--- config.mk ---
export PLATFORM = sky130hd
export DESIGN_NAME = pdr_discovery
export DESIGN_NICKNAME = d
export VERILOG_FILES = /design/src/logic/pdr_pkg.sv /design/src/logic/pdr_discovery.sv
export VERILOG_INCLUDE_DIRS = /design/src /design/src/logic
export SDC_FILE = /design/constraint.sdc
export NUM_CORES = 2
export LEC_CHECK = 0
export BUFFER_PORTS_ARGS = -buffer_cell sky130_fd_sc_hd__buf_2
export CAP_MARGIN = 20
export CORE_ASPECT_RATIO = 0.75
export CORE_MARGIN = 8
export CORE_UTILIZATION = 58
export CTS_CLUSTER_SIZE = 8
export DETAILED_ROUTE_END_ITERATION = 7
export HOLD_SLACK_MARGIN = 0.12
export PLACE_DENSITY = 0.78
export SYNTH_ARGS = -nofsm -noshare
export SYNTH_HDL_FRONTEND = slang
export SYNTH_SLANG_ARGS = --single-unit
--- constraint.sdc ---
create_clock -name clk -period 21.4 [get_ports clk]
set_input_delay 3.21 -clock clk [delete_from_list [all_inputs] [get_ports clk]]
set_output_delay 3.21 -clock clk [all_outputs]
set_load 0.005 [all_outputs]
--- src/logic/pdr_defs.svh ---
// Constants for the discovery response block
`ifndef PDR_DEFS_SVH
`define PDR_DEFS_SVH
`define PDR_REG_CTRL       8'h00
`define PDR_REG_ADDR_LO    8'h04
`define PDR_REG_ADDR_HI    8'h08
`define PDR_REG_RDELAY     8'h0c
`define PDR_REG_BACKOFF    8'h10
`define PDR_REG_LENS       8'h14
`define PDR_REG_STATUS     8'h18
`define PDR_REG_RANGING    8'h1c
`define PDR_REG_POWER      8'h20
`define PDR_CTRL_READY_BIT 0
`define PDR_CTRL_REJOIN_BIT 1
`define PDR_PRBS_SEED      7'h55
`define PDR_CRC_POLY       32'hedb88320
`define PDR_CRC_INIT       32'hffffffff
`define PDR_SF_SYMBOLS     9'h106
`define PDR_USED_SC        7'h7f
`define PDR_MAX_WINDOWS    5'h10
`define PDR_BACKOFF_RST    8'h08
`define PDR_RND_RST        8'ha5
`endif

--- src/logic/pdr_pkg.sv ---
// Types shared by the discovery response block
package pdr_pkg;
    typedef enum logic [2:0] {
        MB_NONE        = 3'h0,
        MB_PROBE_BCAST = 3'h1,
        MB_PROBE_UCAST = 3'h2,
        MB_ALLOC_ADDR  = 3'h3,
        MB_ALLOC_ID    = 3'h4,
        MB_ALLOC_CORR  = 3'h5
    } pdr_mb_kind_t;
    typedef struct packed {
        logic         valid;
        pdr_mb_kind_t kind;
        logic         bcast_dest;
        logic [47:0]  data;
    } pdr_msg_t;
    typedef struct packed {
        logic        valid;
        logic        sym;
        logic [11:0] sc;
        logic        neg;
    } pdr_sc_t;
    typedef enum logic [2:0] {
        ST_OFFLINE  = 3'h0,
        ST_WAIT_WIN = 3'h1,
        ST_ARMED    = 3'h2,
        ST_DELAY    = 3'h3,
        ST_SEND     = 3'h4,
        ST_DONE     = 3'h5
    } pdr_state_t;
    typedef enum logic [1:0] {
        TXK_NORMAL = 2'h0,
        TXK_DUP    = 2'h1
    } pdr_txkind_t;
endpackage : pdr_pkg

--- src/logic/pdr_discovery.sv ---
// Subscriber unit discovery response: window backoff, response build, allocation
//
// The address map and the plain strobed port were decided locally.
`timescale 1ns/1ps
`include "pdr_defs.svh"
module pdr_discovery
    import pdr_pkg::*;
#(
    parameter logic [79:0] LDPC_MASK = 80'h8421_0842_1084_2108_4211
)(
    input  wire logic        clk,
    input  wire logic        rst,
    input  wire logic        ce,
    input  wire logic [7:0]  reg_addr,
    input  wire logic [31:0] reg_wdata,
    input  wire logic        reg_wr,
    input  wire logic        reg_rd,
    output logic [31:0]      reg_rdata,
    input  wire pdr_msg_t    msg,
    input  wire logic        sym_tick,
    input  wire logic        scan_excluded,
    output logic [11:0]      scan_sc,
    output pdr_sc_t          tx,
    output pdr_txkind_t      transmit_kind_select,
    output logic [7:0]       upstream_prefix_length,
    output logic [7:0]       upstream_rolloff_length,
    output logic             superframe_start,
    output logic             discovery_complete,
    output logic [14:0]      node_identifier,
    output logic [31:0]      accumulated_ranging_offset,
    output logic [15:0]      power_correction
);

    function automatic logic [31:0] crc32(input logic [47:0] d);
        logic [31:0] c;
        c = `PDR_CRC_INIT;
        for (int i = 0; i < 48; i++)
        begin
            c = (c[0] ^ d[i]) ? ((c >> 1) ^ `PDR_CRC_POLY) : (c >> 1);
        end
        return ~c;
    endfunction : crc32

    // Parity row j uses the mask rotated by j; stands in for the code's matrix
    function automatic logic [127:0] ldpc_enc(input logic [79:0] info);
        logic [47:0] par;
        logic [79:0] m;
        par = '0;
        m = LDPC_MASK;
        for (int j = 0; j < 48; j++)
        begin
            par[j] = ^(info & m);
            m = {m[78:0], m[79]};
        end
        return {par, info};
    endfunction : ldpc_enc

    function automatic logic [7:0] draw(input logic [7:0] r, input logic [7:0] b);
        logic [7:0] bb;
        bb = (b == 8'h00) ? 8'h01 : b;
        return (r % bb) + 8'h01;
    endfunction : draw

    // Allocation blocks count only with a broadcast destination
    function automatic logic alloc_hit(input pdr_msg_t m, input pdr_mb_kind_t k);
        return m.valid && m.bcast_dest && (m.kind == k);
    endfunction : alloc_hit

    pdr_state_t   state_ff;
    logic         ready_ff;
    logic [47:0]  station_ff;
    logic [31:0]  rdelay_ff;
    logic [7:0]   rnd_ff;
    logic [7:0]   bound_ff;
    logic [7:0]   backoff_ff;
    logic [4:0]   win_cnt_ff;
    logic [11:0]  start_ff;
    logic [31:0]  delay_cnt_ff;
    logic [127:0] cw_ff;
    logic [6:0]   prbs_ff;
    logic [6:0]   used_ff;
    logic         sym_ff;
    logic [8:0]   sf_cnt_ff;
    logic         addr_match_ff;
    logic         id_ok_ff;
    logic         wr_ctrl;
    logic         is_probe;
    logic         take_win;
    logic         win_room;
    logic         sending;
    logic         last_sc;
    logic [7:0]   nxt_backoff;

    assign wr_ctrl  = reg_wr && (reg_addr == `PDR_REG_CTRL);
    assign is_probe = msg.valid && ((msg.kind == MB_PROBE_BCAST) || (msg.kind == MB_PROBE_UCAST));
    assign win_room = (win_cnt_ff < `PDR_MAX_WINDOWS);
    // Unicast windows bypass the backoff count
    assign take_win = is_probe && win_room &&
                      ((msg.kind == MB_PROBE_UCAST) || (backoff_ff <= 8'h01));
    assign sending  = (state_ff == ST_SEND) && !scan_excluded;
    assign last_sc  = sending && (used_ff == `PDR_USED_SC);
    assign nxt_backoff = draw(rnd_ff, bound_ff);

    // Software registers
    always_ff @(posedge clk or posedge rst)
    begin
        if (rst)
        begin
            ready_ff                <= 1'b0;
            station_ff              <= '0;
            rdelay_ff               <= '0;
            bound_ff                <= `PDR_BACKOFF_RST;
            upstream_prefix_length  <= '0;
            upstream_rolloff_length <= '0;
        end
        else if (ce && reg_wr)
        begin
            unique case (reg_addr)
                `PDR_REG_CTRL:    ready_ff <= reg_wdata[`PDR_CTRL_READY_BIT];
                `PDR_REG_ADDR_LO: station_ff[31:0] <= reg_wdata;
                `PDR_REG_ADDR_HI: station_ff[47:32] <= reg_wdata[15:0];
                `PDR_REG_RDELAY:  rdelay_ff <= reg_wdata;
                `PDR_REG_BACKOFF: bound_ff <= reg_wdata[15:8];
                `PDR_REG_LENS:
                begin
                    upstream_prefix_length  <= reg_wdata[7:0];
                    upstream_rolloff_length <= reg_wdata[15:8];
                end
                default: ;
            endcase
        end
    end

    // Read port, data valid only in the cycle after the strobe
    // Reads have no side effects, so status may be polled freely
    always_ff @(posedge clk or posedge rst)
    begin
        if (rst)
            reg_rdata <= '0;
        else if (ce)
        begin
            reg_rdata <= '0;
            if (reg_rd)
            begin
                unique case (reg_addr)
                    `PDR_REG_CTRL:    reg_rdata <= {31'h0, ready_ff};
                    `PDR_REG_ADDR_LO: reg_rdata <= station_ff[31:0];
                    `PDR_REG_ADDR_HI: reg_rdata <= {16'h0, station_ff[47:32]};
                    `PDR_REG_RDELAY:  reg_rdata <= rdelay_ff;
                    `PDR_REG_BACKOFF: reg_rdata <= {16'h0, bound_ff, rnd_ff};
                    `PDR_REG_LENS:
                        reg_rdata <= {16'h0, upstream_rolloff_length, upstream_prefix_length};
                    `PDR_REG_STATUS:
                        reg_rdata <= {node_identifier, win_cnt_ff, backoff_ff,
                                      state_ff, discovery_complete};
                    `PDR_REG_RANGING: reg_rdata <= accumulated_ranging_offset;
                    `PDR_REG_POWER:   reg_rdata <= {16'h0, power_correction};
                    default:          reg_rdata <= '0;
                endcase
            end
        end
    end

    // Backoff entropy; free running so units seeded alike still drift apart
    always_ff @(posedge clk or posedge rst)
    begin
        if (rst)
            rnd_ff <= `PDR_RND_RST;
        else if (ce)
        begin
            if (reg_wr && (reg_addr == `PDR_REG_BACKOFF))
                rnd_ff <= reg_wdata[7:0];
            else
                rnd_ff <= {rnd_ff[6:0], rnd_ff[7] ^ rnd_ff[5] ^ rnd_ff[4] ^ rnd_ff[3]};
        end
    end

    // Superframe symbol counter and one-clock start strobe
    // Counts sym_tick only, so the period follows the downstream symbol clock
    always_ff @(posedge clk or posedge rst)
    begin
        if (rst)
        begin
            sf_cnt_ff        <= '0;
            superframe_start <= 1'b0;
        end
        else if (ce)
        begin
            superframe_start <= 1'b0;
            if (sym_tick)
            begin
                if (sf_cnt_ff == `PDR_SF_SYMBOLS - 9'h001)
                begin
                    sf_cnt_ff        <= '0;
                    superframe_start <= 1'b1;
                end
                else
                    sf_cnt_ff <= sf_cnt_ff + 9'h001;
            end
        end
    end

    // Discovery control
    always_ff @(posedge clk or posedge rst)
    begin
        if (rst)
            state_ff <= ST_OFFLINE;
        else if (ce)
        begin
            // Dropping ready abandons a pending response
            if (!ready_ff)
                state_ff <= ST_OFFLINE;
            else if (discovery_complete)
                state_ff <= ST_DONE;
            else
            begin
                unique case (state_ff)
                    ST_OFFLINE:  state_ff <= ST_WAIT_WIN;
                    ST_WAIT_WIN: if (take_win) state_ff <= ST_ARMED;
                    ST_ARMED:
                        if (superframe_start)
                            state_ff <= (rdelay_ff == 32'h0) ? ST_SEND : ST_DELAY;
                    ST_DELAY:
                        if (delay_cnt_ff == 32'h1) state_ff <= ST_SEND;
                    ST_SEND:
                        if (last_sc && sym_ff) state_ff <= ST_WAIT_WIN;
                    ST_DONE:     state_ff <= ST_WAIT_WIN;
                    default:     state_ff <= ST_OFFLINE;
                endcase
            end
        end
    end

    // Window tracking and backoff count
    always_ff @(posedge clk or posedge rst)
    begin
        if (rst)
        begin
            backoff_ff <= 8'h01;
            win_cnt_ff <= '0;
            start_ff   <= '0;
        end
        else if (ce)
        begin
            if (superframe_start)
                win_cnt_ff <= '0;
            else if (is_probe && win_room)
                win_cnt_ff <= win_cnt_ff + 5'h01;
            if ((state_ff == ST_OFFLINE) || (last_sc && sym_ff))
                backoff_ff <= nxt_backoff;
            else if ((state_ff == ST_WAIT_WIN) && take_win)
                start_ff <= msg.data[11:0];
            else if ((state_ff == ST_WAIT_WIN) && is_probe && (msg.kind == MB_PROBE_BCAST)
                     && win_room)
                backoff_ff <= backoff_ff - 8'h01;
        end
    end

    // Optional ranging delay before the response
    // Counts clk cycles; software converts from the ranging time unit
    always_ff @(posedge clk or posedge rst)
    begin
        if (rst)
            delay_cnt_ff <= '0;
        else if (ce)
        begin
            if ((state_ff == ST_ARMED) && superframe_start)
                delay_cnt_ff <= rdelay_ff;
            else if (state_ff == ST_DELAY)
                delay_cnt_ff <= delay_cnt_ff - 32'h1;
        end
    end

    // Response builder: one subcarrier per enabled clock
    // Codeword is rebuilt on every idle clock, so address writes need no handshake
    always_ff @(posedge clk or posedge rst)
    begin
        if (rst)
        begin
            scan_sc <= '0;
            used_ff <= '0;
            sym_ff  <= 1'b0;
            prbs_ff <= `PDR_PRBS_SEED;
            cw_ff   <= '0;
        end
        else if (ce)
        begin
            if (state_ff != ST_SEND)
            begin
                scan_sc <= start_ff;
                used_ff <= '0;
                sym_ff  <= 1'b0;
                prbs_ff <= `PDR_PRBS_SEED;
                cw_ff   <= ldpc_enc({crc32(station_ff), station_ff});
            end
            else
            begin
                if (last_sc)
                begin
                    scan_sc <= start_ff;
                    used_ff <= '0;
                    sym_ff  <= 1'b1;
                end
                else
                begin
                    scan_sc <= scan_sc + 12'h001;
                    if (sending)
                        used_ff <= used_ff + 7'h01;
                end
                if (sending && !sym_ff)
                    prbs_ff <= {prbs_ff[5:0], prbs_ff[6] ^ prbs_ff[0]};
            end
        end
    end

    // Subcarrier output; each logical symbol is sent twice by the iFFT stage
    always_ff @(posedge clk or posedge rst)
    begin
        if (rst)
        begin
            tx                   <= '0;
            transmit_kind_select <= TXK_NORMAL;
        end
        else if (ce)
        begin
            tx.valid <= sending;
            tx.sym   <= sym_ff;
            tx.sc    <= scan_sc;
            // Preamble in logical symbol 0, codeword in logical symbol 1
            tx.neg   <= sym_ff ? cw_ff[used_ff] : prbs_ff[6];
            transmit_kind_select <= (state_ff == ST_SEND) ? TXK_DUP : TXK_NORMAL;
        end
    end

    // Identifier allocation and corrections
    // Matches are dropped once corrections land, so a stale match cannot repeat
    always_ff @(posedge clk or posedge rst)
    begin
        if (rst)
        begin
            addr_match_ff              <= 1'b0;
            id_ok_ff                   <= 1'b0;
            node_identifier            <= '0;
            accumulated_ranging_offset <= '0;
            power_correction           <= '0;
            discovery_complete         <= 1'b0;
        end
        else if (ce)
        begin
            if (alloc_hit(msg, MB_ALLOC_ADDR))
            begin
                addr_match_ff <= (msg.data == station_ff);
                id_ok_ff      <= 1'b0;
            end
            if (alloc_hit(msg, MB_ALLOC_ID) && addr_match_ff)
            begin
                node_identifier <= msg.data[14:0];
                id_ok_ff        <= 1'b1;
            end
            // Set wins over a rejoin write in the same cycle
            if (alloc_hit(msg, MB_ALLOC_CORR) && id_ok_ff)
            begin
                accumulated_ranging_offset <= accumulated_ranging_offset
                                              + msg.data[31:0];
                power_correction   <= msg.data[47:32];
                discovery_complete <= 1'b1;
                addr_match_ff      <= 1'b0;
                id_ok_ff           <= 1'b0;
            end
            else if (wr_ctrl && reg_wdata[`PDR_CTRL_REJOIN_BIT])
                discovery_complete <= 1'b0;
        end
    end

endmodule : pdr_discovery

Yosys cells after proc, flatten, opt, wreduce, memory -nomap -nowiden
Cells that the tools add are included.
Word-level totals
  register bits after elaboration: 453
  input port bits: 100
  word-level logic and storage cells: 372
Cells by class
  add/sub/neg operators: 8
  div/mod/pow operators: 1
  $lt $le $gt $ge: 3
  equal/unequal tests: 28
  mux-type cells: 90
  bitwise gates (word level): 100
  reductions and logical operators: 110
Operator list (count)
  $reduce_xor 80->1: 48
  $mux 32: 51
  $not 13->14: 47
  $pmux 32 s9: 1
  $xor 1x1->1: 51
  $eq 48x48->1: 1
  $mux 8: 5
  $reduce_and 2->1: 18
  $mux 7: 5
  $add 32x32->32: 1
  $eq 32x1->1 const B: 1
  $eq 8x5->1 const B: 4
  $logic_not 32->1: 1
  $not 32->32: 1
  $sub 32x1->32 const B: 1
  $mux 12: 2
  $logic_and 1x1->1: 22
  $mux 3: 7
  $eq 8x4->1 const B: 2
  $logic_not 8->1: 2
  $pmux 3 s5: 1
  $mux 1: 14
  $reduce_bool 2->1: 7
  $add 12x1->12 const B: 1
  other kinds (31): 46

Logic depth before layout (Yosys ltp)
  depth after elaboration: 97
  mapped depth: 74
  depth with buffers taken out: 71

Worst setup path before layout
OpenSTA, ideal clock, no wires.
  kind: register to register
  start point: reg bound_ff[6]
  end point: reg backoff_ff[7]
  library setup time: 0.134 ns
  arrival: 13.027 ns
  data required time: 21.266 ns
  slack: 8.239 ns
  cell stages (with the launch flop): 68
  buffers on the path: 3
  clock period less this slack: 13.161 ns
  cells stage by stage: dfrtp_1 > nor2_1 > nand2_1 > nor4_1 > and2_1 > or2_2 > inv_1 > ha_1 > a21oi_1 > ha_1 > or4b_2 > nand2_1 > a21oi_1 > ha_1 > o21a_1 > o211ai_1 > o21ai_0 > ha_1 > [... 32 more ...] > o21ai_0 > fa_1 > nor2b_1 > o21ai_0 > nand2b_1 > a21o_1 > a21o_1 > o21a_1 > o21ai_0 > nand2b_1 > clkbuf_1 > a21oi_1 > nand3_1 > or3_1 > nor3_1 > xnor2_1 > a21oi_1 > o21ai_0
On the way
  word-level cells in the longest chain between the ends: 5
Ends and longest elaborated chain
  from (decl): line pdr_discovery.sv:74  | logic [7:0] bound_ff;
  from (signal assigned): line pdr_discovery.sv:112  | bound_ff <= `PDR_BACKOFF_RST;
  from (signal assigned): line pdr_discovery.sv:123  | `PDR_REG_BACKOFF: bound_ff <= reg_wdata[15:8];
  $logic_not 8->1: line pdr_discovery.sv:60  | bb = (b == 8'h00) ? 8'h01 : b;
  $mux 8 (*): line pdr_discovery.sv:60
  $mod 8x8->8 (*): line pdr_discovery.sv:61  | return (r % bb) + 8'h01;
  $add 8x1->8 (*): line pdr_discovery.sv:61
  $mux 8 (*): line pdr_discovery.sv:249  | if ((state_ff == ST_OFFLINE) || (last_sc && sym_ff))
  to (signal assigned): line pdr_discovery.sv:250  | backoff_ff <= nxt_backoff;
  to (signal assigned): line pdr_discovery.sv:255  | backoff_ff <= backoff_ff - 8'h01;
  to (decl): line pdr_discovery.sv:75  | logic [7:0] backoff_ff;
Mark *: on every way between the ends. The rest lies on a longest branch, timed or not.
A chain may end at the register's enable or synchronous reset.

Worst setup path in the final report
  start point: reg bound_ff[7]
  end point: reg backoff_ff[7]
Same word-level chain as after synthesis.

==> results.txt <==
The run finished, with violations left. The final reports fail on design-rule violations. STA classifies the critical path endpoint as a flop. The slowest stage of the critical path is the sky130_fd_sc_hd__nor4_1 cell. The first-iteration detailed-routing DRC count is 3073.

The number of max-slew violations in the final report is 0. The number of flops mapped to enable cells by yosys is 0. The fmax is 0.0657 GHz. The total via count after detailed routing is 23979.

Synthesis produced 2841 cells. Counting I/O delays and the setup requirement, the final critical path takes 15210 ps. The area growth from synthesis to final layout is 12.1%. The global-route usage over all layers came out at 33.4%. The routed wire length per instance is 26.7 um.

Setup repair after global routing left no endpoint under its margin. The final cycle utilization of the critical path is 71.1%. The final standard cell count with taps included and fillers excluded is 3699.

Clock tree synthesis inserted a total of 66 buffers. During synthesis, Yosys emitted a total of 0 warnings. In the layout the commonest cells are 441 x sky130_fd_sc_hd__dfrtp_1, 383 x sky130_fd_sc_hd__xnor2_1, 279 x sky130_fd_sc_hd__nand2_1.

The die width is 276 um. The final net count is 3197. After detailed routing, the total wire length is 98700 um. The via count of the first global-routing pass was 23673. The per-cell via count in the routed design came out at 6.48. The initial standard-cell utilization of the core is 58.6%. The vertical extent of the die is 211 um. The maximum count of clock buffers along a single path came out at 3. The measured slew at the worst slew-check pin came out at 1180 ps. The worst endpoint data arrival time came out at 15690 ps. CTS placed an instance of sky130_fd_sc_hd__clkbuf_16 at the clock tree root. The number of detailed-routing iterations run before antenna repair is 8. The critical path launch point type is a flop. The sink count of the clock tree came out at 452. The clock latency on the worst-skew pair came out at 610 ps.

The leftover overflow at the end of global routing is 0. The core outline area came out at 50000 sq um. Headroom to the max-slew limit came out at 21.2%. The number of placement rows came out at 71. The number of library cell types mapped by synthesis is 72.

Along the worst path, the maximum fanout reaches 13. The count of nets left with antenna violations once routing finished came out at 0. The maximum number of pins on one net before global-route repair came out at 116. After clock tree synthesis, the clock-pin slew on the worst setup and hold paths is 60 ps.

The worst hold path class is reg -> reg. The fraction of final layout cells sized beyond drive strength 1 came out at 23.3%. Setup violations remaining at the end of the flow were counted as 0. The number of maximum-capacitance violations came out at 0. TritonCTS built the clock tree.

The number of cells upsized or downsized after cts came out at 0. For this design, the CTS-stage hold fixing added 0 buffers. The average cell area after synthesis came out at 10.3 sq um. The combined area of all synthesized cells is 29300 sq um. The worst clock skew came out at 20.0 ps. The number of nets handed over by synthesis was 3021.

The total setup buffers inserted after CTS is 0. The full die area is 58100 sq um. The total of flip-flops plus latches after synthesis came out at 452. On the worst path, the slowest cell contributes a delay of 660 ps. The number of top-level pins is 242. The number of H-tree levels came out at 3. The cell with the most instances on the worst path is sky130_fd_sc_hd__o21a_1. The first global-routing pass estimated 148000 um of wire. The final weighted congestion in routability-driven placement came out at 1.02.

The number of antenna violations at the first check in global routing is 9. The accumulated negative setup slack came out at 0 ps. Among all flip-flop cells after synthesis, the most frequent one is sky130_fd_sc_hd__dfrtp_1. Counting flops with an async set or reset pin after synthesis yields a share of 100%.

The cell count after placement is 3604. The post-detailed-route DRC marker count came out at 1. The share of the yosys chip area belonging to registers came out at 38.6%.

The detailed placer's ending HPWL is 72700 um. Leaving out fill and tap cells, the most frequent cell in the layout is sky130_fd_sc_hd__dfrtp_1. The critical path is of the reg -> reg type. Data on the critical path is required at its endpoint by 21870 ps. The count of buffers added on input and output ports is 240. Hold timing on the final database bottoms out at a slack of 475 ps. The final hold violation count is 0.
## flip-flops by register name, summed over array words and instances (netlist names), 3 cells and up
name                        cells
cw_ff                         128
station_ff                     48
accumulated_ranging_offset     32
delay_cnt_ff                   32
rdelay_ff                      32
reg_rdata                      32
power_correction               16
node_identifier                15
tx                             15
scan_sc                        12
start_ff                       12
sf_cnt_ff                       9
backoff_ff                      8
bound_ff                        8
rnd_ff                          8
upstream_prefix_length          8
upstream_rolloff_length         8
prbs_ff                         7
used_ff                         7
win_cnt_ff                      5
state_ff                        3
## synthesized netlist by cell type (11+ instances only)
master                     number  area [sq um]
sky130_fd_sc_hd__nor2_1        89           334
sky130_fd_sc_hd__and3_1        16           100
sky130_fd_sc_hd__a22o_1        29           254
sky130_fd_sc_hd__nor4_1        18           113
sky130_fd_sc_hd__nand4_1       19           119
sky130_fd_sc_hd__o21ai_1       20           100
sky130_fd_sc_hd__xnor2_2       38           618
sky130_fd_sc_hd__a22oi_1       60           450
sky130_fd_sc_hd__mux2_2       203          2290
sky130_fd_sc_hd__or3_1         11          68.8
sky130_fd_sc_hd__nand3_1       42           210
sky130_fd_sc_hd__mux2i_1       11           110
sky130_fd_sc_hd__mux4_2        42           946
sky130_fd_sc_hd__buf_1         16          60.1
sky130_fd_sc_hd__inv_1         76           285
sky130_fd_sc_hd__buf_2         14          70.1
sky130_fd_sc_hd__dfrtp_1      442         11100
sky130_fd_sc_hd__o22ai_1       36           225
sky130_fd_sc_hd__ha_1          78           976
sky130_fd_sc_hd__a21oi_1      115           576
sky130_fd_sc_hd__xor2_1       131          1150
sky130_fd_sc_hd__nand2_1      280          1050
sky130_fd_sc_hd__clkbuf_1     133           499
sky130_fd_sc_hd__o21ai_0      223          1120
sky130_fd_sc_hd__o21a_1        28           210
sky130_fd_sc_hd__xnor2_4       16           440
sky130_fd_sc_hd__a221oi_1      22           193
sky130_fd_sc_hd__nand2b_1      15          93.8
sky130_fd_sc_hd__xnor2_1      383          3350
sky130_fd_sc_hd__nor3_1        61           305
sky130_fd_sc_hd__a21o_1        17           128
sky130_fd_sc_hd__o31ai_1       19           143
## cells by family (layout without fill, tap and decap cells)
kind of cell               count (synthesis)  in the layout  synth area share [%]
and+or+nand+nor                          585            585                  8.99
muxes                                    256            256                  11.4
buffers and inverters                    248            443                  3.40
AOI/OAI and AO/OA                        624            624                  13.1
xor gates and xnor gates                 595            595                  21.0
other                                      1              7                0.0128
DFF                                      452            452                  38.6
adders and majority gates                 80             80                  3.46
## area by class of cell
cell class	instances	area, sq um
antenna	6	15.0
clock buffer	82	1770
clock inverter	5	62.6
fill	3788	17100
inverter	76	293
multi-input combinational	2141	17100
sequential	452	11300
tap	657	822
timing repair buffer	280	1530
## metrics by stage
step                worst slack (ps)  utilization, %  instance area [sq um]
finish                          6190            65.7                  32900
detailed placement              5660            62.0                  31000
global route                    4930            65.7                  32900
global placement                6460            61.9                  31000
floorplan                       5610               -                  29300
CTS                             5620            65.6                  32800
## worst paths after layout
kind / startpoint / to / slack, ps / cells past startpoint
min in group asynchronous: rst / bound_ff[6] / 2770 / 2
max reg2reg: bound_ff[7] / backoff_ff[7] / 6190 / 64
max in group asynchronous: rst / cw_ff[62] / 16330 / 4
max: bound_ff[7] / backoff_ff[7] / 6190 / 64
min: cw_ff[75] / cw_ff[75] / 480 / 2
min reg2reg: cw_ff[75] / cw_ff[75] / 480 / 2
## worst max-delay path, delay by kind of cell, from the launching register on
| kind | cells | cell delay (ps) |
|---|---|---|
| adder cells (fa/ha/maj) | 8 | 2600 |
| multiplexers | 1 | 440 |
| flip-flops | 1 | 420 |
| AND/OR/NAND/NOR | 16 | 4130 |
| XOR/XNOR | 1 | 110 |
| buffers and inverters | 2 | 430 |
| AO/OA/AOI/OAI | 36 | 6920 |
## per-layer routing
| metal | vias to the layer above | GRT usage, % | share of wire, % |
|---|---|---|---|
| li1 | 10331 | - | - |
| met1 | 11808 | 46.6 | 40 |
| met2 | 1534 | 47.7 | 42 |
| met3 | 304 | 11.1 | 13 |
| met4 | 2 | 13.1 | 4.2 |
| met5 | - | 0 | 0.0071 |
Power is left out: the tool's default activity adds up to more than one toggle a clock period on the data nets, which glitch-free logic cannot reach.
